### src/design/exec_map.svh
`ifndef EXEC_MAP_SVH
`define EXEC_MAP_SVH
`define ACC_RESET        8'h00
`define OPTION_RESET     8'hFF
`define PTR_RESET        16'h0000
`define PTR_STEP         16'h0001
`define MODE_PREINC      2'h0
`define MODE_PREDEC      2'h1
`define MODE_POSTINC     2'h2
`define MODE_POSTDEC     2'h3
`define CARRY_BIT        0
`define DCARRY_BIT       1
`define ZERO_BIT         2
`define STATUS_RESET     3'h0
`define RESET_PULSE_LEN  3'h4
`define NIBBLE_MSB       3
`endif

### src/design/exec_pkg.sv
package exec_pkg;
    typedef enum logic [2:0] {
        OP_NOP,
        OP_ADD_CARRY,
        OP_STORE_INDIRECT,
        OP_STORE_RELATIVE,
        OP_LOAD_OPTION,
        OP_SOFT_RESET
    } op_t;

    typedef struct packed {
        logic       valid;
        op_t        op;
        logic [6:0] file_addr;
        logic       dest_file;
        logic       ptr_sel;
        logic [1:0] mode;
        logic [5:0] offset;
    } instr_t;

    typedef struct packed {
        logic        we;
        logic [15:0] addr;
        logic [7:0]  wdata;
    } mem_wr_t;

    typedef enum logic [0:0] {
        RUN,
        RESETTING
    } phase_t;
endpackage

### src/design/instr_exec.sv
`timescale 1ns/1ns
`default_nettype none
`include "exec_map.svh"
module instr_exec
    import exec_pkg::*;
(
    input  wire logic        sys_clk,
    input  wire logic        sys_rst,
    input  wire instr_t      instr,
    input  wire logic [7:0]  file_rdata,
    output logic      [7:0]  acc,
    output logic      [2:0]  status,
    output logic      [7:0]  option_cfg,
    output logic      [15:0] ptr0,
    output logic      [15:0] ptr1,
    output logic      [15:0] pc,
    output mem_wr_t          mem_wr,
    output logic             software_reset_flag_n,
    output logic             device_reset
);
    // ------------------------------------------------------------
    // state
    // ------------------------------------------------------------
    typedef struct packed {
        logic [7:0]  acc;
        logic [2:0]  status;
        logic [7:0]  option_cfg;
        logic [15:0] ptr0;
        logic [15:0] ptr1;
        logic [15:0] pc;
        mem_wr_t     mem_wr;
        logic        rflag_n;
        phase_t      phase;
        logic [2:0]  rcount;
        logic        device_reset;
    } state_t;

    state_t      cur;
    state_t      next_cur;
    logic [15:0] sel_ptr;
    logic [15:0] eff_addr;
    logic [15:0] upd_ptr;
    logic [8:0]  sum;
    logic [4:0]  low_sum;

    assign sel_ptr = instr.ptr_sel ? cur.ptr1 : cur.ptr0;

    ptr_update u_ptr (
        .ptr      (sel_ptr),
        .mode     (instr.mode),
        .offset   (instr.offset),
        .relative (instr.op == OP_STORE_RELATIVE),
        .addr     (eff_addr),
        .next_ptr (upd_ptr)
    );

    // ------------------------------------------------------------
    // execute
    // ------------------------------------------------------------
    always_comb
    begin
        next_cur = cur;
        next_cur.mem_wr.we = 1'b0;
        next_cur.device_reset = 1'b0;
        sum = {1'b0, cur.acc} + {1'b0, file_rdata} + {8'h00, cur.status[`CARRY_BIT]};
        low_sum = {1'b0, cur.acc[`NIBBLE_MSB:0]} + {1'b0, file_rdata[`NIBBLE_MSB:0]}
                + {4'h0, cur.status[`CARRY_BIT]};
        unique case (cur.phase)
            RESETTING:
            begin
                // hold reset for a few cycles so every block sees it
                next_cur.device_reset = 1'b1;
                next_cur.rcount = cur.rcount - 3'h1;
                if (cur.rcount == 3'h0)
                begin
                    next_cur = '0;
                    next_cur.acc = `ACC_RESET;
                    next_cur.option_cfg = `OPTION_RESET;
                    next_cur.status = `STATUS_RESET;
                    next_cur.ptr0 = `PTR_RESET;
                    next_cur.ptr1 = `PTR_RESET;
                    next_cur.rflag_n = 1'b0;
                    next_cur.phase = RUN;
                end
            end
            RUN:
            begin
                if (instr.valid)
                begin
                    next_cur.pc = cur.pc + 16'h0001;
                    unique case (instr.op)
                        OP_NOP:
                        begin
                        end
                        OP_ADD_CARRY:
                        begin
                            next_cur.status[`CARRY_BIT]  = sum[8];
                            next_cur.status[`DCARRY_BIT] = low_sum[4];
                            next_cur.status[`ZERO_BIT]   = (sum[7:0] == 8'h00);
                            if (instr.dest_file)
                            begin
                                next_cur.mem_wr.we    = 1'b1;
                                next_cur.mem_wr.addr  = {9'h000, instr.file_addr};
                                next_cur.mem_wr.wdata = sum[7:0];
                            end
                            else
                                next_cur.acc = sum[7:0];
                        end
                        OP_STORE_INDIRECT, OP_STORE_RELATIVE:
                        begin
                            // status untouched here on purpose
                            next_cur.mem_wr.we    = 1'b1;
                            next_cur.mem_wr.addr  = eff_addr;
                            next_cur.mem_wr.wdata = cur.acc;
                            if (instr.ptr_sel)
                                next_cur.ptr1 = upd_ptr;
                            else
                                next_cur.ptr0 = upd_ptr;
                        end
                        OP_LOAD_OPTION:
                            next_cur.option_cfg = cur.acc;
                        OP_SOFT_RESET:
                        begin
                            next_cur.rflag_n = 1'b0;
                            next_cur.phase = RESETTING;
                            next_cur.rcount = `RESET_PULSE_LEN;
                            next_cur.device_reset = 1'b1;
                        end
                        default:
                        begin
                        end
                    endcase
                end
            end
        endcase
    end

    // ------------------------------------------------------------
    // registers
    // ------------------------------------------------------------
    always_ff @(posedge sys_clk)
    begin
        if (sys_rst)
        begin
            cur <= '0;
            cur.acc <= `ACC_RESET;
            cur.option_cfg <= `OPTION_RESET;
            cur.rflag_n <= 1'b1;
            cur.phase <= RUN;
        end
        else
            cur <= next_cur;
    end

    assign acc = cur.acc;
    assign status = cur.status;
    assign option_cfg = cur.option_cfg;
    assign ptr0 = cur.ptr0;
    assign ptr1 = cur.ptr1;
    assign pc = cur.pc;
    assign mem_wr = cur.mem_wr;
    assign software_reset_flag_n = cur.rflag_n;
    assign device_reset = cur.device_reset;
endmodule
`default_nettype wire

### src/design/ptr_update.sv
`timescale 1ns/1ns
`default_nettype none
`include "exec_map.svh"
module ptr_update
    import exec_pkg::*;
(
    input  wire logic [15:0] ptr,
    input  wire logic [1:0]  mode,
    input  wire logic [5:0]  offset,
    input  wire logic        relative,
    output logic      [15:0] addr,
    output logic      [15:0] next_ptr
);
    logic [15:0] stepped;

    // 16-bit arithmetic, wrap is natural
    always_comb
    begin
        if (mode[0])
            stepped = ptr - `PTR_STEP;
        else
            stepped = ptr + `PTR_STEP;
        if (relative)
        begin
            addr     = ptr + {{10{offset[5]}}, offset};
            next_ptr = ptr;
        end
        else
        begin
            addr     = mode[1] ? ptr : stepped;
            next_ptr = stepped;
        end
    end
endmodule
`default_nettype wire

### config.mk
export PLATFORM = sky130hd
export DESIGN_NAME = instr_exec
export DESIGN_NICKNAME = d
export VERILOG_FILES = /design/src/design/exec_pkg.sv /design/src/design/instr_exec.sv /design/src/design/ptr_update.sv
export VERILOG_INCLUDE_DIRS = /design/src /design/src/design
export SDC_FILE = /design/constraint.sdc
export NUM_CORES = 1
export LEC_CHECK = 0
export ABC_CLOCK_PERIOD_IN_PS = 7400
export BUFFER_PORTS_ARGS = -buffer_cell sky130_fd_sc_hd__buf_4
export CORE_UTILIZATION = 55
export DETAILED_ROUTE_END_ITERATION = 8
export GPL_TIMING_DRIVEN = 0
export PLACE_DENSITY = 0.89
export SLEW_MARGIN = 20
export SYNTH_ARGS = -nofsm -noshare
export SYNTH_HDL_FRONTEND = slang
export SYNTH_HIERARCHICAL = 1
export SYNTH_SLANG_ARGS = --single-unit
### constraint.sdc
create_clock -name sys_clk -period 7.4 [get_ports sys_clk]
set_clock_uncertainty 0.15 [all_clocks]
set_input_delay 0.37 -clock sys_clk [delete_from_list [all_inputs] [get_ports sys_clk]]
set_output_delay 0.37 -clock sys_clk [all_outputs]
set_load 0.01 [all_outputs]
Word level (Yosys, flattened, before mapping)
Cells that the tools add are included.
{"block": "word_totals", "out_inout_bits": 94, "ramBits": 0, "romBits": 0, "word_cells": 68, "ff_bits": 98, "n_memories": 0, "latch_bits": 0}
{"block": "op_classes", "addsub": 9, "reduce_logical": 12, "n_eq_ne": 16, "div": 0, "n_shift": 0, "n_lt_le_gt_ge": 0, "muxes": 17, "bitwise": 1, "mul": 0}
{"op": "two-way mux 98 bit", "count": 2}
{"op": "case mux 98 bit (2 select lines)", "count": 1}
{"op": "two-way mux 16 bit", "count": 7}
{"op": "case mux 25 bit (2 select lines)", "count": 1}
{"op": "adder 16 x 1 -> 16 bit (second input constant)", "count": 2}
{"op": "two-way mux 32 bit", "count": 1}
{"op": "two-way mux 25 bit", "count": 1}
{"op": "adder 16 bit", "count": 1}
{"op": "two-way mux 8 bit", "count": 2}
{"op": "AND reduction 4 bit", "count": 4}
{"op": "subtractor 16 x 1 -> 16 bit (second input constant)", "count": 1}
{"op": "two-way mux 11 bit", "count": 1}
{"op": "!= test 2 bit (second input constant)", "count": 5}
{"op": "adder 8 x 8 -> 9 bit", "count": 1}
{"op": "adder 9 x 1 -> 9 bit", "count": 1}
{"op": "AND reduction 3 bit", "count": 3}
{"op": "logical NOT 8 bit", "count": 1}
{"op": "!= test 2 x 1 -> 1 bit (second input constant)", "count": 4}
{"op": "== test 3 x 2 -> 1 bit (second input constant)", "count": 2}
{"op": "== test 3 bit (second input constant)", "count": 2}
{"op": "two-way mux 6 bit", "count": 1}
{"op": "adder 4 x 4 -> 5 bit", "count": 1}
{"op": "adder 5 x 1 -> 5 bit", "count": 1}
{"op": "AND reduction 2 bit", "count": 2}
{"op": "7 further kinds", "count": 7}

Longest topological paths before layout
{"block": "logic_depth", "word_depth": 8, "depth_mapped": 14}

Modules after synthesis
The synthesis kept the hierarchy.
{"module": "instr_exec", "instances": 1, "cells_per_inst": 652, "area_per_inst_um2": 5283.8}
{"module": "ptr_update", "instances": 1, "cells_per_inst": 268, "area_per_inst_um2": 1829.3}

Least setup slack after synthesis
OpenSTA, ideal clock, no wires.
{"block": "synth_path", "path_type": "input port to flip-flop", "startpoint": "in instr[8] (netlist bit)", "endpoint": "reg cur, in the netlist mem_wr[23]", "path_buffers": 2, "setup_ns": 0.128, "slack_ns": 3.842, "t_required_ns": 7.122, "stages": 13, "arrival_ns": 3.280, "path_cell_list": "clkbuf_1 -> buf_1 -> mux2_2 -> ha_1 -> a21oi_2 -> nor2b_1 -> o21a_1 -> a311o_1 -> or3_4 -> a31oi_2 -> xnor2_1 -> a22oi_1 -> nor2_1"}
{"block": "synth_between", "elab_chain_cells": 8}
{"element": "start, declared", "line_no": "instr_exec.sv:9", "rtl": "input wire instr_t instr,"}
{"element": "two-way mux 16 bit *", "line_no": "instr_exec.sv:46", "rtl": "assign sel_ptr = instr.ptr_sel ? cur.ptr1 : cur.ptr0;"}
{"element": "via sel_ptr[12]", "line_no": "instr_exec.sv:40", "rtl": "logic [15:0] sel_ptr;"}
{"element": "adder 16 x 1 -> 16 bit (no line) / subtractor 16 x 1 -> 16 bit (equally long branches)"}
{"element": "two-way mux 16 bit", "line_no": "ptr_update.sv:19", "rtl": "if (mode[0])"}
{"element": "two-way mux 16 bit", "line_no": "ptr_update.sv:30", "rtl": "addr = mode[1] ? ptr : stepped;"}
{"element": "two-way mux 16 bit *", "line_no": "ptr_update.sv:23", "rtl": "if (relative)"}
{"element": "via eff_addr[15]", "line_no": "instr_exec.sv:41", "rtl": "logic [15:0] eff_addr;"}
{"element": "case mux 25 bit (2 select lines) *", "line_no": "instr_exec.sv:91", "rtl": "unique case (instr.op)"}
{"element": "two-way mux 98 bit *", "line_no": "instr_exec.sv:88", "rtl": "if (instr.valid)"}
{"element": "case mux 98 bit (2 select lines) *", "line_no": "instr_exec.sv:68", "rtl": "unique case (cur.phase)"}
{"element": "end signal, assigned", "line_no": "instr_exec.sv:152", "rtl": "cur <= next_cur;"}
{"element": "end, declared", "line_no": "instr_exec.sv:38", "rtl": "state_t cur;"}
The timed path passes the listed nets; every way through them passes the cells marked *. The select of a mux whose other input is x is not followed.
A chain may end at the register's enable or synchronous reset.

Worst setup path in the final report
Ends and elaborated chain as after synthesis.

==> impl_metrics.csv <==
group,metric,value,unit
routing,routed_wl,20300,microns
sta,report.final.setup_viol,0,
critical_path,cp.required,7.48,ns
outcome,outcome,"completed",
grt,grt_overflow,0,
sta,period_needed,3.87,ns
sta,whs,0.187,ns
clock_tree,cts_tree,"done",
critical_path,max_stage_delay,0.54,ns
critical_path,rrSetupSlack,3.91,ns
sta,setup_slack,3.53,ns
clock_tree,holdBufCountCts,0,
clock_tree,cts_root_buf,"clkbuf_16",
floorplan,std_cell_rows,41,
grt,track_usage,30.4,%
critical_path,cp-end-kind,"flop",
logic_synthesis,seq_area_frac_synth,27.3,%
floorplan,core_area,12600,sq um
critical_path,worst_ep_arrival_time,3.95,ns
routing,drt_iter0_markers,624,
critical_path,r2r_end,"mem_wr[14]",
critical_path,startpoint,"instr[8]",
logic_synthesis,yosys_register_bits,97,
power_and_ir_drop,power_density,148,nW/um^2
critical_path,endpoint,"mem_wr[23]",
grt,antenna_found_initial,0,
clock_tree,cts_resized,0,
clock_tree,h-tree-depth,3,
clock_tree,cts_setup_buffers,0,
critical_path,startpoint_type,"primary input",
clock_tree,clock-sinks,97,
critical_path,crit_chain,"buf_4 > clkbuf_1 > buf_1 > mux2_2 > ha_1 > a21oi_2 > nor2b_1 > o21a_1 > a311o_1 > or3_4 > a31oi_2 > xnor2_1 > a22oi_1 > nor2_1",
cells_and_area,n_fill_cell,1135,
sta,rsz0062_at_grt,"false",
logic_synthesis,synth_edf_count,0,
sta,tightestPinTransition,0.711,ns
routing,vias,7152,
power_and_ir_drop,leakage,3.69,nW
placement,place.gp.congestion,0.951,
grt,grt_max_degree,18,
power_and_ir_drop,fin_total_pwr,1.27,mW
hold_path,hp-class,"in -> reg",
logic_synthesis,syn-num-nets,994,
cells_and_area,num_antenna_cells,0,
routing,route.detailed.drc,0,
placement,place_hpwl,15300,microns
cells_and_area,syn_to_final_growth,20.2,%
logic_synthesis,async_reset_ff_share,0,%
critical_path,reg2reg_from,"ptr1[0]",
clock_tree,clockBufferDepth,2,
logic_synthesis,avgSynthCellArea,7.73,sq um
placement,portBuffers,122,
cells_and_area,design_area,8550,sq um
floorplan,die_h,116,microns
logic_synthesis,yosysWarnings,6,
clock_tree,cts_made_buffers,9,
critical_path,worstPathMaxFanout,10,
grt,grt_pass1_vias,6621,
sta,finalCritPeriodShare,52.3,%
clock_tree,clock_latency,0.36,ns
floorplan,die_area,13400,sq um
floorplan,io-pin-count,125,
sta,setup_tns,0,ns
floorplan,die_x,116,microns
routing,first_pass_iters,7,
sta,max_freq,258,MHz
placement,dp_slack,3.22,ns
routing,viasPerCell,5.82,
critical_path,worst-path-buf-inv,3,
routing,drtAntennaViolNets,0,
critical_path,cp_slowest_cell,"buf_1",
critical_path,rr_worst_depth,13,
logic_synthesis,ys.flop_type,"dfxtp_1",
critical_path,worstSetupPathType,"in -> reg",
logic_synthesis,synth_cell_type_count,77,
critical_path,cp_top_family,"compound AO/OA/AOI/OAI gates",
critical_path,cp.depth,14,
sta,slew_violations,0,
sta,max_slew_margin,52.3,%
logic_synthesis,syn_inst,920,
routing,avgRoutedWirePerCell,16.5,microns
power_and_ir_drop,ir_drop,0.116,mV
floorplan,start_util,56.4,%
cells_and_area,nets,1127,
grt,grt_pass1_wl,31500,microns
sta,hold_viol,0,
flow_run,drv_cap,0,
clock_tree,clkTransAtPathRegs,0.07,ns
cells_and_area,post_route_cells_drive_above_1_share,26.7,%
logic_synthesis,synth_area,7110,sq um
placement,placed_cell_area,8240,sq um
==> cell usage in the layout, fill, tap and decap left out, types with 6 or more instances in the layout <==
cell type    n
clkbuf_16    9
a22oi_1     21
dfxtp_1     97
clkbuf_1    32
a31oi_1     13
a21o_1       6
or3_1        6
o211ai_1     6
nor2b_1      9
xnor2_1     15
nand3_1     70
and2_1       6
mux2_2      25
nand2_1    111
and3_1       8
o21ai_1      8
a211oi_1    12
o21ai_0     30
nor2_1      71
a21oi_1     99
o31ai_1      8
buf_4      216
xor2_1      15
buf_2        7
ha_1        39
nand2b_1     8
inv_1       16
==> flip-flops by register name (all words and copies together), names as in the netlist <==
| name | cells |
|---|---|
| mem_wr | 25 |
| pc | 16 |
| ptr0 | 16 |
| ptr1 | 16 |
| acc | 8 |
| option_cfg | 8 |
| cur | 4 |
| status | 3 |
| software_reset_flag_n | 1 |
==> logic make-up after synthesis <==
kind of cell | share of synthesized area [%]
buffers and inverters | 13.5
AND/OR/NAND/NOR | 21.0
AO/OA/AOI/OAI | 22.0
multiplexers | 4.52
flip-flops | 27.3
adder cells (fa/ha/maj) | 7.99
XOR/XNOR | 3.69
==> worst reg2reg max path, delay by kind of cell, from the launching register on <==
| kind | cells | cell delay, ns |
|---|---|---|
| simple gates | 3 | 0.18 |
| xor+xnor | 1 | 0.26 |
| compound gates | 7 | 1.59 |
| fa+ha+maj | 1 | 0.49 |
| flops | 1 | 0.34 |
| mux | 1 | 0.35 |
==> metal layers <==
metal  global-route usage, %  routed length [microns]
met5                       0                        0
met4                    16.7                      896
met3                    6.07                     1500
met2                    53.5                     9850
met1                    34.6                     8050
==> area by class of cell <==
cell class | count | area, sq um | share of cell area [%]
buffer | 139 | 900 | 10.5
sequential | 97 | 1940 | 22.7
multi-input combinational | 668 | 4210 | 49.3
inverter | 16 | 60.1 | 0.703
tap | 172 | 215 | 2.52
timing repair buffer | 122 | 916 | 10.7
clock buffer | 10 | 239 | 2.80
clock inverter | 5 | 63.8 | 0.747
==> metrics by stage <==
step,cells,utilization [%]
floorplan,920,-
global placement,1214,65.3
detailed placement,1214,65.3
CTS,1229,67.7
global route,1229,67.7
finish,1229,67.7
==> report_power, final <==
group | leakage (nW) | internal (mW) | switching [mW]
Sequential | 0.785 | 0.533 | 0.00915
Combinational | 2.75 | 0.0990 | 0.137
Clock | 0.151 | 0.273 | 0.217
Total | 3.69 | 0.905 | 0.363
==> Yosys cell counts, drive strengths merged (2+ instances only) <==
cell	n	share of area, %
a21boi	5	0.53
ha	39	6.9
a32o	2	0.28
a21oi	101	7.2
or3	8	0.84
nand3b	4	0.42
dfxtp	97	27
o21a	4	0.42
nor3	5	0.35
and2	6	0.53
o21ai	39	2.8
mux2	25	4.0
a221oi	2	0.33
nand4	2	0.18
a32oi	2	0.25
a31oi	14	1.3
mux2i	4	0.56
nand2	111	5.9
o31ai	8	0.84
nor2b	9	0.79
a22oi	21	2.2
xnor2	15	1.8
a21o	7	0.76
fa	4	1.1
a22o	2	0.25
nor2	72	3.8
clkbuf	33	1.8
xor2	15	1.8
inv	16	0.84
and3	8	0.70
buf	106	11
o211ai	6	0.63
nor3b	2	0.28
a311oi	4	0.49
nand2b	9	0.90
a211oi	12	1.3
o21bai	5	0.53
nand3	70	4.9
or3b	2	0.25
nor4	3	0.26
==> worst min-delay path by stage <==
| stage | slack [ns] | endpoint | cells after the start | start |
|---|---|---|---|---|
| floorplan | 0.29 | option_cfg[2] | 2 | option_cfg[2] |
| global placement | 0.30 | option_cfg[4] | 2 | option_cfg[4] |
| detailed placement | 0.31 | option_cfg[4] | 2 | option_cfg[4] |
| CTS | 0.17 | mem_wr[24] | 3 | sys_rst |
| global route | 0.19 | mem_wr[24] | 3 | sys_rst |
| finish | 0.19 | mem_wr[24] | 3 | sys_rst |
Power figures use the tool's default switching activity.
